**config.mk**
```make
export PLATFORM = sky130hd
export DESIGN_NAME = pcs_core
export DESIGN_NICKNAME = d
export VERILOG_FILES = /design/src/pcs_pkg.sv /design/src/pcs_core.sv
export SDC_FILE = /design/constraint.sdc
export NUM_CORES = 1
export LEC_CHECK = 0
export BUFFER_PORTS_ARGS = -buffer_cell sky130_fd_sc_hd__buf_4
export CAP_MARGIN = 10
export CORE_MARGIN = 3
export CORE_UTILIZATION = 56
export DETAILED_ROUTE_END_ITERATION = 10
export PLACE_DENSITY_LB_ADDON = 0.05
export REMOVE_ABC_BUFFERS = 1
export SKIP_CTS_REPAIR_TIMING = 1
export SLEW_MARGIN = 20
export SYNTH_ARGS = -nofsm -noshare
export SYNTH_HDL_FRONTEND = slang
export SYNTH_SLANG_ARGS = --single-unit
```
**constraint.sdc**
```tcl
create_clock -name CLK -period 3.45 [get_ports CLK]
set_clock_uncertainty 0.1 [all_clocks]
set_input_delay 0.5175 -clock CLK [delete_from_list [all_inputs] [get_ports CLK]]
set_output_delay 0.5175 -clock CLK [all_outputs]
set_load 0.02 [all_outputs]
```
**src/pcs_pkg.sv**
```systemverilog
// Purpose: shared constants and carriers for pc sequencing and indirect access
// Assumes: 8-bit data path, 13-bit program space
// Notes: no register bus; control arrives as plain ports
package pcs_pkg;
  localparam int PC_W = 13;
  localparam int DATA_W = 8;
  localparam int ADDR_W = 9;
  localparam int STACK_DEPTH = 8;
  localparam int SP_W = 3;
  localparam int OPND_W = 11;
  localparam logic [PC_W-1:0] PC_RESET = 13'h0000;
  localparam logic [DATA_W-1:0] LATCH_RESET = 8'h00;
  localparam logic [DATA_W-1:0] PTR_RESET = 8'h00;
  localparam logic [SP_W-1:0] SP_RESET = 3'h0;
  localparam logic [DATA_W-1:0] INDIRECT_REG_ADDR = 8'h00;
  localparam logic [DATA_W-1:0] INDIRECT_ZERO = 8'h00;
  localparam logic [PC_W-1:0] PC_ONE = 13'h0001;
  localparam logic [PC_W-1:0] INT_VECTOR = 13'h0004;

  // one program-flow operation per instruction cycle
  typedef enum logic [2:0] {
    PCS_OP_NONE,
    PCS_OP_STEP,
    PCS_OP_CALL,
    PCS_OP_JUMP,
    PCS_OP_RETURN,
    PCS_OP_INTR
  } pcs_op_t;

  // data-side access: address, write strobe, write data
  typedef struct packed {
    logic [DATA_W-1:0] addr;
    logic wr;
    logic [DATA_W-1:0] wdata;
  } pcs_access_t;

  // indirect access routed out to data memory
  typedef struct packed {
    logic [ADDR_W-1:0] addr;
    logic wr;
    logic rd;
    logic [DATA_W-1:0] wdata;
  } pcs_indirect_t;
endpackage : pcs_pkg

```
**src/pcs_core.sv**
```systemverilog
// Purpose: program counter, return stack and indirect data addressing
// Assumes: one op per cycle from the decoder, data regs addressed by offset
// Notes: stack has no overflow status by design
// What this block does
// - 13-bit counter, low byte readable and writable
// - upper bits only via upper latch
// - any reset clears whole counter
// - low byte write loads bits from latch
// - call/jump take top bits from latch
// - eight by thirteen stack, hidden pointer
// - call or interrupt pushes counter
// - returns pop stack into counter
// - push and pop leave latch alone
// - stack wraps circularly, overwriting oldest
// - no overflow or underflow status
// - indirect register redirects through pointer
// - indirect read of itself gives zero
// - indirect write of itself stores nothing
// - address is bank bit over pointer
`timescale 1ns/10ps
`default_nettype none
module pcs_core #(
  parameter int DEPTH = pcs_pkg::STACK_DEPTH
) (
  // clock and reset
  input wire logic CLK,
  input wire logic RESET,
  // program flow control from the decoder
  input wire pcs_pkg::pcs_op_t OP,
  input wire logic [pcs_pkg::OPND_W-1:0] OPERAND,
  // register access to counter low byte, latch and pointer
  input wire pcs_pkg::pcs_access_t ACCESS,
  input wire logic PC_LOW_SEL,
  input wire logic LATCH_SEL,
  input wire logic PTR_SEL,
  input wire logic INDIRECT_BANK_BIT,
  // indirect data memory side
  input wire logic [pcs_pkg::DATA_W-1:0] MEM_RDATA,
  output pcs_pkg::pcs_indirect_t MEM_REQ,
  // state visible to the core
  output logic [pcs_pkg::PC_W-1:0] PC,
  output logic [pcs_pkg::DATA_W-1:0] PC_LOW_REG,
  output logic [pcs_pkg::DATA_W-1:0] PC_UPPER_LATCH,
  output logic [pcs_pkg::DATA_W-1:0] FILE_SELECT_POINTER,
  output logic [pcs_pkg::DATA_W-1:0] INDIRECT_RDATA
);

  //--------------------------------------------------------------
  // storage
  //--------------------------------------------------------------
  logic [pcs_pkg::PC_W-1:0] pc_q, pc_d;
  logic [pcs_pkg::DATA_W-1:0] latch_q, latch_d;
  logic [pcs_pkg::DATA_W-1:0] ptr_q, ptr_d;
  logic [pcs_pkg::SP_W-1:0] sp_q, sp_d;
  logic [pcs_pkg::PC_W-1:0] stack_q [DEPTH];
  pcs_pkg::pcs_indirect_t req_q, req_d;
  logic [pcs_pkg::DATA_W-1:0] ird_q, ird_d;

  //--------------------------------------------------------------
  // decode
  //--------------------------------------------------------------
  // pointer plus one (up) or minus one (down), wrapping modulo the stack depth
  function automatic logic [pcs_pkg::SP_W-1:0] sp_step(
    input logic [pcs_pkg::SP_W-1:0] sp, input logic up);
    logic [pcs_pkg::SP_W-1:0] r;
    r = up ? sp + pcs_pkg::SP_W'(1) : sp - pcs_pkg::SP_W'(1);
    return r;
  endfunction

  // the indirect register is addressed: access is redirected
  wire ind_hit = (ACCESS.addr == pcs_pkg::INDIRECT_REG_ADDR);
  // pointer selecting the indirect register itself
  wire ind_self = (ptr_q == pcs_pkg::INDIRECT_REG_ADDR);
  wire do_push = (OP == pcs_pkg::PCS_OP_CALL) ||
                 (OP == pcs_pkg::PCS_OP_INTR);
  wire do_pop = (OP == pcs_pkg::PCS_OP_RETURN);
  wire low_wr = ACCESS.wr && PC_LOW_SEL && !ind_hit;
  // top of stack is the slot just below the pointer
  wire [pcs_pkg::SP_W-1:0] top_idx = sp_step(sp_q, 1'b0);
  // call/jump target: two latch bits over the eleven operand bits
  wire [pcs_pkg::PC_W-1:0] jump_pc = {latch_q[4:3], OPERAND};
  // low byte write: five latch bits over the written byte
  wire [pcs_pkg::PC_W-1:0] low_pc = {latch_q[4:0], ACCESS.wdata};
  // nine-bit indirect address
  wire [pcs_pkg::ADDR_W-1:0] ind_addr = {INDIRECT_BANK_BIT, ptr_q};

  //--------------------------------------------------------------
  // next counter; a low-byte write wins over the sequential step
  //--------------------------------------------------------------
  always_comb begin
    pc_d = pc_q;
    case (OP)
      pcs_pkg::PCS_OP_STEP: pc_d = pc_q + pcs_pkg::PC_ONE;
      pcs_pkg::PCS_OP_CALL: pc_d = jump_pc;
      pcs_pkg::PCS_OP_JUMP: pc_d = jump_pc;
      pcs_pkg::PCS_OP_RETURN: pc_d = stack_q[top_idx];
      pcs_pkg::PCS_OP_INTR: pc_d = pcs_pkg::INT_VECTOR;
      default: pc_d = pc_q;
    endcase
    if (low_wr && (OP == pcs_pkg::PCS_OP_NONE ||
                   OP == pcs_pkg::PCS_OP_STEP)) begin
      pc_d = low_pc;
    end
  end

  //--------------------------------------------------------------
  // stack pointer: free-running wrap, no status kept
  //--------------------------------------------------------------
  always_comb begin
    sp_d = sp_q;
    if (do_push) begin
      sp_d = sp_step(sp_q, 1'b1);
    end else if (do_pop) begin
      sp_d = top_idx;
    end
  end

  //--------------------------------------------------------------
  // latch and pointer writes; stack ops never touch the latch
  //--------------------------------------------------------------
  always_comb begin
    latch_d = latch_q;
    ptr_d = ptr_q;
    if (ACCESS.wr && LATCH_SEL && !ind_hit) begin
      latch_d = ACCESS.wdata;
    end
    if (ACCESS.wr && PTR_SEL && !ind_hit) begin
      ptr_d = ACCESS.wdata;
    end
  end

  //--------------------------------------------------------------
  // indirect access out to memory
  //--------------------------------------------------------------
  always_comb begin
    req_d.addr = ind_addr;
    req_d.wdata = ACCESS.wdata;
    req_d.rd = ind_hit && !ACCESS.wr && !ind_self;
    // a self-pointing write is dropped; flags are the core's concern
    req_d.wr = ind_hit && ACCESS.wr && !ind_self;
    // self-pointing read returns zero, else the memory byte
    ird_d = ind_self ? pcs_pkg::INDIRECT_ZERO : MEM_RDATA;
  end

  //--------------------------------------------------------------
  // registers
  //--------------------------------------------------------------
  always_ff @(posedge CLK) begin
    if (RESET) begin
      pc_q <= pcs_pkg::PC_RESET;
      latch_q <= pcs_pkg::LATCH_RESET;
      ptr_q <= pcs_pkg::PTR_RESET;
      sp_q <= pcs_pkg::SP_RESET;
      req_q <= '0;
      ird_q <= pcs_pkg::INDIRECT_ZERO;
    end else begin
      pc_q <= pc_d;
      latch_q <= latch_d;
      ptr_q <= ptr_d;
      sp_q <= sp_d;
      req_q <= req_d;
      ird_q <= ird_d;
    end
  end

  // stack array has no reset; contents are undefined until pushed
  always_ff @(posedge CLK) begin
    if (!RESET && do_push) begin
      stack_q[sp_q] <= (OP == pcs_pkg::PCS_OP_INTR) ? pc_q :
                       pc_q + pcs_pkg::PC_ONE;
    end
  end

  //--------------------------------------------------------------
  // outputs, all from flip-flops
  //--------------------------------------------------------------
  assign PC = pc_q;
  assign PC_LOW_REG = pc_q[7:0];
  assign PC_UPPER_LATCH = latch_q;
  assign FILE_SELECT_POINTER = ptr_q;
  assign MEM_REQ = req_q;
  assign INDIRECT_RDATA = ird_q;

endmodule // pcs_core
`default_nettype wire

```
==> results of run 1 <==
-- routing by layer --
layer,GRT usage,vias up,wire length [µm]
met1,0.321,2131,6670
li1,-,2039,-
met5,0,-,0
met3,0.0482,13,1190
met2,0.351,163,7150
met4,0.0803,0,165
-- worst max-delay path: stages (launching register included) --
cell and delay, ns:
dfxtp_1 0.50, inv_1 0.12, ha_1 0.24, xnor2_2 0.16, nor3b_2 0.73, a22oi_1 0.22
and3_1 0.24, o32ai_1 0.24
-- worst max-delay path by stage --
stage | slack, ns | startpoint | endpoint | cells past startpoint
after global placement | 0.96 | sp_q[1]$_SDFFE_PP0P_ | PC[6]$_SDFFE_PP0P_ | 7
after global routing | 0.60 | sp_q[1]$_SDFFE_PP0P_ | PC[3]$_SDFFE_PP0P_ | 7
after CTS | 0.81 | sp_q[1]$_SDFFE_PP0P_ | PC[4]$_SDFFE_PP0P_ | 7
after floorplan | 0.06 | sp_q[0]$_SDFFE_PP0P_ | PC[2]$_SDFFE_PP0P_ | 6
after detailed placement | 0.85 | sp_q[1]$_SDFFE_PP0P_ | PC[4]$_SDFFE_PP0P_ | 7
final | 0.81 | sp_q[1]$_SDFFE_PP0P_ | PC[4]$_SDFFE_PP0P_ | 7
-- state kept, by name, indices dropped and copies added, names as in the netlist --
| name | count |
|---|---|
| PC_UPPER_LATCH | 8 |
| INDIRECT_RDATA | 8 |
| PC | 13 |
| MEM_REQ | 19 |
| FILE_SELECT_POINTER | 8 |
| sp_q | 3 |
| stack_q | 104 |
-- kinds of logic (layout without fill, tap and decap cells) --
| kind of cell | count (synthesis) | count (layout) | synth area share |
|---|---|---|---|
| fa+ha+maj | 5 | 5 | 0.00914 |
| compound gates | 58 | 58 | 0.0571 |
| xor+xnor | 25 | 25 | 0.0331 |
| mux | 43 | 43 | 0.111 |
| flops | 163 | 163 | 0.629 |
| buf+inv | 50 | 158 | 0.0402 |
| simple gates | 156 | 156 | 0.121 |
-- cell usage in the layout, fill, tap and decap left out, types with 3 or more instances in the layout --
cell type and n:
nor2_1 43, nor2b_1 19, o22ai_1 5, inv_6 3, nand3_1 12, o32ai_1 8
a22oi_1 12, clkinvlp_4 3, o21ai_0 4, mux4_2 26, buf_4 122, clkbuf_16 17
inv_1 5, a21oi_1 18, nor4_1 3, xor2_1 10, ha_1 5, and3_1 22
nor3_2 3, clkinv_1 3, mux2i_1 16, nand4_1 5, edfxtp_1 104, nand2_1 26
nor3_1 3, and2_1 8, nand2b_1 4, dfxtp_1 58, xnor2_1 14
-- power groups by stage --
stage                     combinational, mW  sequential [mW]  clock, mW
after floorplan                       0.285             2.31          0
after global placement                0.594             2.25          0
after detailed placement              0.596             2.25          0
after CTS                             0.600             2.21       1.83
after global routing                  0.643             2.22       1.91
final                                 0.595             2.21       1.80
-- cell type report --
type                    count  area share
clock buffers              18      0.0520
clock inverters            13      0.0162
inverters                   5     0.00227
multi-input cells         287       0.275
flip-flops and latches    163       0.522
well taps                 143      0.0217
repair buffers            122       0.111
==> impl_metrics.json, run 1 <==
{
  "hp-start": "MEM_RDATA[0]",
  "synth_top_area_frac": 0.456,
  "gp_congestion": 0.876,
  "fp.dieArea_mm2": 0.0136,
  "dpl.hpwl_mm": 10.3,
  "rsz0062_at_grt": "false",
  "r2r_cells": 7,
  "grt_pass1_vias": 4012,
  "die_w_um": 117,
  "antenna_found_initial": 0,
  "yosys_most_used_dff": "edfxtp_1",
  "numCtsBuffers": 17,
  "grt_pass1_wl_mm": 22.7,
  "netlist_instances": 500,
  "htree_levels": 4,
  "wl_per_cell_um": 20.2,
  "yosysWarnings": 0,
  "synthArstFlopShare": 0,
  "total_power_mw": 4.61,
  "cp.arrival_ns": 2.87,
  "fin_crit_sh": 0.767,
  "cts.sinks": 163,
  "clk_pin_slew_worst_paths_ns": 0.07,
  "holdPathEnd": "INDIRECT_RDATA[0]$_SDFF_PP0_",
  "cts_buffer_depth": 2,
  "vias": 4346,
  "nNetsFinal": 646,
  "fillers": 789,
  "drc": 0,
  "whs_path_depth": 2,
  "clock_latency_ns": 0.42,
  "gr-usage-all-layers": 0.227,
  "first_iter_violations": 352,
  "combinationalPowerShare": 0.129,
  "core_area_mm2": 0.0117,
  "yosysMostFrequentCell": "edfxtp_1",
  "crit_type": "register to register",
  "switchingPower_mw": 1.13,
  "r2r-start": "sp_q[1]$_SDFFE_PP0P_",
  "r2r_setup_slack_ns": 0.81,
  "finalNonFillerCells": 751,
  "clockPowerShare": 0.391,
  "chipHeight_um": 117,
  "path_max_fanout": 13,
  "synthToLayoutAreaGrowth_pct": 20.6,
  "fin_ws_ns": 0.805,
  "crit_path_end_kind": "register",
  "vias_per_cell": 5.79,
  "overflow": 0,
  "fin_util": 0.708,
  "peakVddDrop_mv": 0.398,
  "drt_pass1_iterations": 5,
  "n_antenna_cell": 0,
  "start_kind": "register",
  "routed_wl_mm": 15.2,
  "fmax_ghz": 0.378,
  "root_buffer": "clkbuf_16",
  "slew_headroom": 0.392,
  "pre_cts_slack_ns": 0.849,
  "stdcell_area_mm2": 0.00826,
  "period_needed_ns": 2.64,
  "multi_input_area_mm2": 0.00227,
  "floorplan.initialDensity": 0.587,
  "required_ns": 3.67,
  "finalSetupViolations": 0,
  "p_per_area_mw_per_mm2": 559,
  "seq_area_mm2": 0.00431,
  "seq_power_share": 0.480,
  "synth_seq_area_share": 0.629,
  "r2r_end": "PC[4]$_SDFFE_PP0P_",
  "synth_seq_cells": 163,
  "tns_ns": 0,
  "drv_cap": 0,
  "leakage_nw": 3.17,
  "ys_top_cells_by_area": "edfxtp_1, dfxtp_1, mux4_2",
  "numPortBuffers": 108,
  "place_area_mm2": 0.00769,
  "grt_max_degree": 53,
  "swShare": 0.245,
  "drive_gt1_frac": 0.308,
  "p_int_mw": 3.48,
  "maxSlewViolCount": 0,
  "synth_area_mm2": 0.00684,
  "synth_area_per_cell_um2": 13.7,
  "postRouteAntennaNets": 0,
  "fp-row-count": 39,
  "tritoncts": "built",
  "synth_cell_types": 45,
  "hold_violations": 0,
  "io_pins": 109,
  "hold_class": "primary input to register",
  "run_status": "finished clean",
  "synth-edff-count": 104,
  "dpl.cell_count": 720,
  "tightest_slew_ns": 0.906,
  "synthTopCellsByCount": "edfxtp_1, dfxtp_1, nor2_1",
  "yosys.area.top_type": "edfxtp_1",
  "hold_ws_ns": 0.203
}
No activity file was read; power rests on OpenSTA's default activity.
==> run 2, diff against run 1 <==
CORE_UTILIZATION = 51   (was 56)
clock period = 2.4 ns   (was 3.45 ns; I/O delays follow)
==> impl_metrics.json, run 2 (synthesis results as in run 1) <==
{
  "fp-row-count": 41,
  "gr-usage-all-layers": 0.224,
  "total_power_mw": 6.55,
  "tightest_slew_ns": 0.683,
  "numPortBuffers": 108,
  "vias_per_cell": 5.52,
  "place_area_mm2": 0.00795,
  "required_ns": 2.44,
  "fmax_ghz": 0.455,
  "cts.sinks": 163,
  "gp_congestion": 0.823,
  "drive_gt1_frac": 0.331,
  "grt_pass1_vias": 4340,
  "routed.top_layer": "met4",
  "drt_pass1_iterations": 5,
  "drc": 0,
  "dpl.cell_count": 768,
  "grt_pass1_wl_mm": 24.5,
  "leakage_nw": 3.28,
  "numCtsBuffers": 17,
  "die_w_um": 122,
  "regMostFlops": "stack_q",
  "synthToLayoutAreaGrowth_pct": 24.1,
  "tritoncts": "built",
  "fillers": 971,
  "io_pins": 109,
  "clock_latency_ns": 0.42,
  "core_area_mm2": 0.0129,
  "clk_pin_slew_worst_paths_ns": 0.06,
  "rsz0062_at_grt": "false",
  "hold_violations": 0,
  "antenna_found_initial": 0,
  "grt_max_degree": 33,
  "finalNonFillerCells": 800,
  "htree_levels": 4,
  "wl_met3_mm": 1.21,
  "dpl.hpwl_mm": 10.9,
  "cp.arrival_ns": 2.24,
  "p_per_area_mw_per_mm2": 772,
  "root_buffer": "clkbuf_16",
  "floorplan.initialDensity": 0.531,
  "vias": 4414,
  "start_kind": "register",
  "period_needed_ns": 2.20,
  "fin_util": 0.659,
  "crit_path_end_kind": "register",
  "postRouteAntennaNets": 0,
  "hold_class": "primary input to register",
  "maxSlewViolCount": 0,
  "slew_headroom": 0.541,
  "finalSetupViolations": 0,
  "chipHeight_um": 122,
  "fin_crit_sh": 0.916,
  "routed_wl_mm": 15.9,
  "drv_cap": 0,
  "tns_ns": 0,
  "wl_per_cell_um": 19.8,
  "peakVddDrop_mv": 0.455,
  "first_iter_violations": 312,
  "overflow": 0,
  "crit_type": "register to register",
  "final_common_cell": "buf_4",
  "wl_met2_mm": 7.46,
  "run_status": "finished clean",
  "n_antenna_cell": 0,
  "path_max_fanout": 9,
  "largest_reg_flops": 104,
  "r2r_setup_slack_ns": 0.20,
  "nNetsFinal": 665,
  "m1WireLength_mm": 6.93,
  "fp.dieArea_mm2": 0.0148,
  "most-common-layout-cells": "buf_4, edfxtp_1, dfxtp_1, nor2_1",
  "stdcell_area_mm2": 0.00849,
  "cts_buffer_depth": 2
}
[run 2: changes by cell type in the layout (fill, tap and decap cells not counted), moves of 2 or more]
| cell | delta |
|---|---|
| buf_12 | +6 |
| clkinv_2 | +3 |
| clkinvlp_4 | -2 |
| buf_4 | +13 |
| clkinv_4 | +3 |
| inv_6 | -2 |
[run 2: path summary, 6_finish.rpt]
check | start | endpoint | cells after the start
max | PC[5]$_SDFFE_PP0P_ | stack_q[0][9]$_DFFE_PP_ | 5
min | ACCESS[8] | MEM_REQ[8]$_SDFF_PP0_ | 2
max reg2reg | PC[5]$_SDFFE_PP0P_ | stack_q[0][9]$_DFFE_PP_ | 5
min reg2reg | FILE_SELECT_POINTER[3]$_SDFFE_PP0P_ | MEM_REQ[13]$_SDFF_PP0_ | 1
[run 2: final cells by class]
cell class / instances / area [µm²] / share of cell area
sequential: 163 / 4310 / 0.507
multi-input combinational: 287 / 2270 / 0.268
timing repair buffer: 141 / 1130 / 0.134
clock buffer: 18 / 429 / 0.0506
tap: 172 / 215 / 0.0253
clock inverter: 14 / 114 / 0.0134
inverter: 5 / 18.8 / 0.00221
[run 2: per-layer routing]
metal,global-route usage,up-vias
met1,0.304,2144
met5,0,-
li1,-,2082
met2,0.353,168
met4,0.0910,0
met3,0.0520,20
[run 2: critical path, stage by stage (launching register included)]
cell and delay (ns):
dfxtp_1 0.57, nand3_1 0.28, nor2_1 0.22, nand2_1 0.13, nor2_1 0.13, xor2_1 0.49
[run 2: metrics by stage]
| step | hold slack [ns] | setup slack (ns) |
|---|---|---|
| detailed placement | 0.396 | 0.189 |
| global route | 0.0194 | 0.00705 |
| floorplan | 0.329 | -0.994 |
| finish | 0.0328 | 0.201 |
| global placement | 0.386 | 0.238 |
| CTS | 0.0146 | 0.191 |
[run 2: power breakdown]
group | switching (mW) | internal (mW)
Clock | 1.05 | 1.41
Combinational | 0.504 | 0.430
Sequential | 0.0611 | 3.10
Total | 1.61 | 4.94
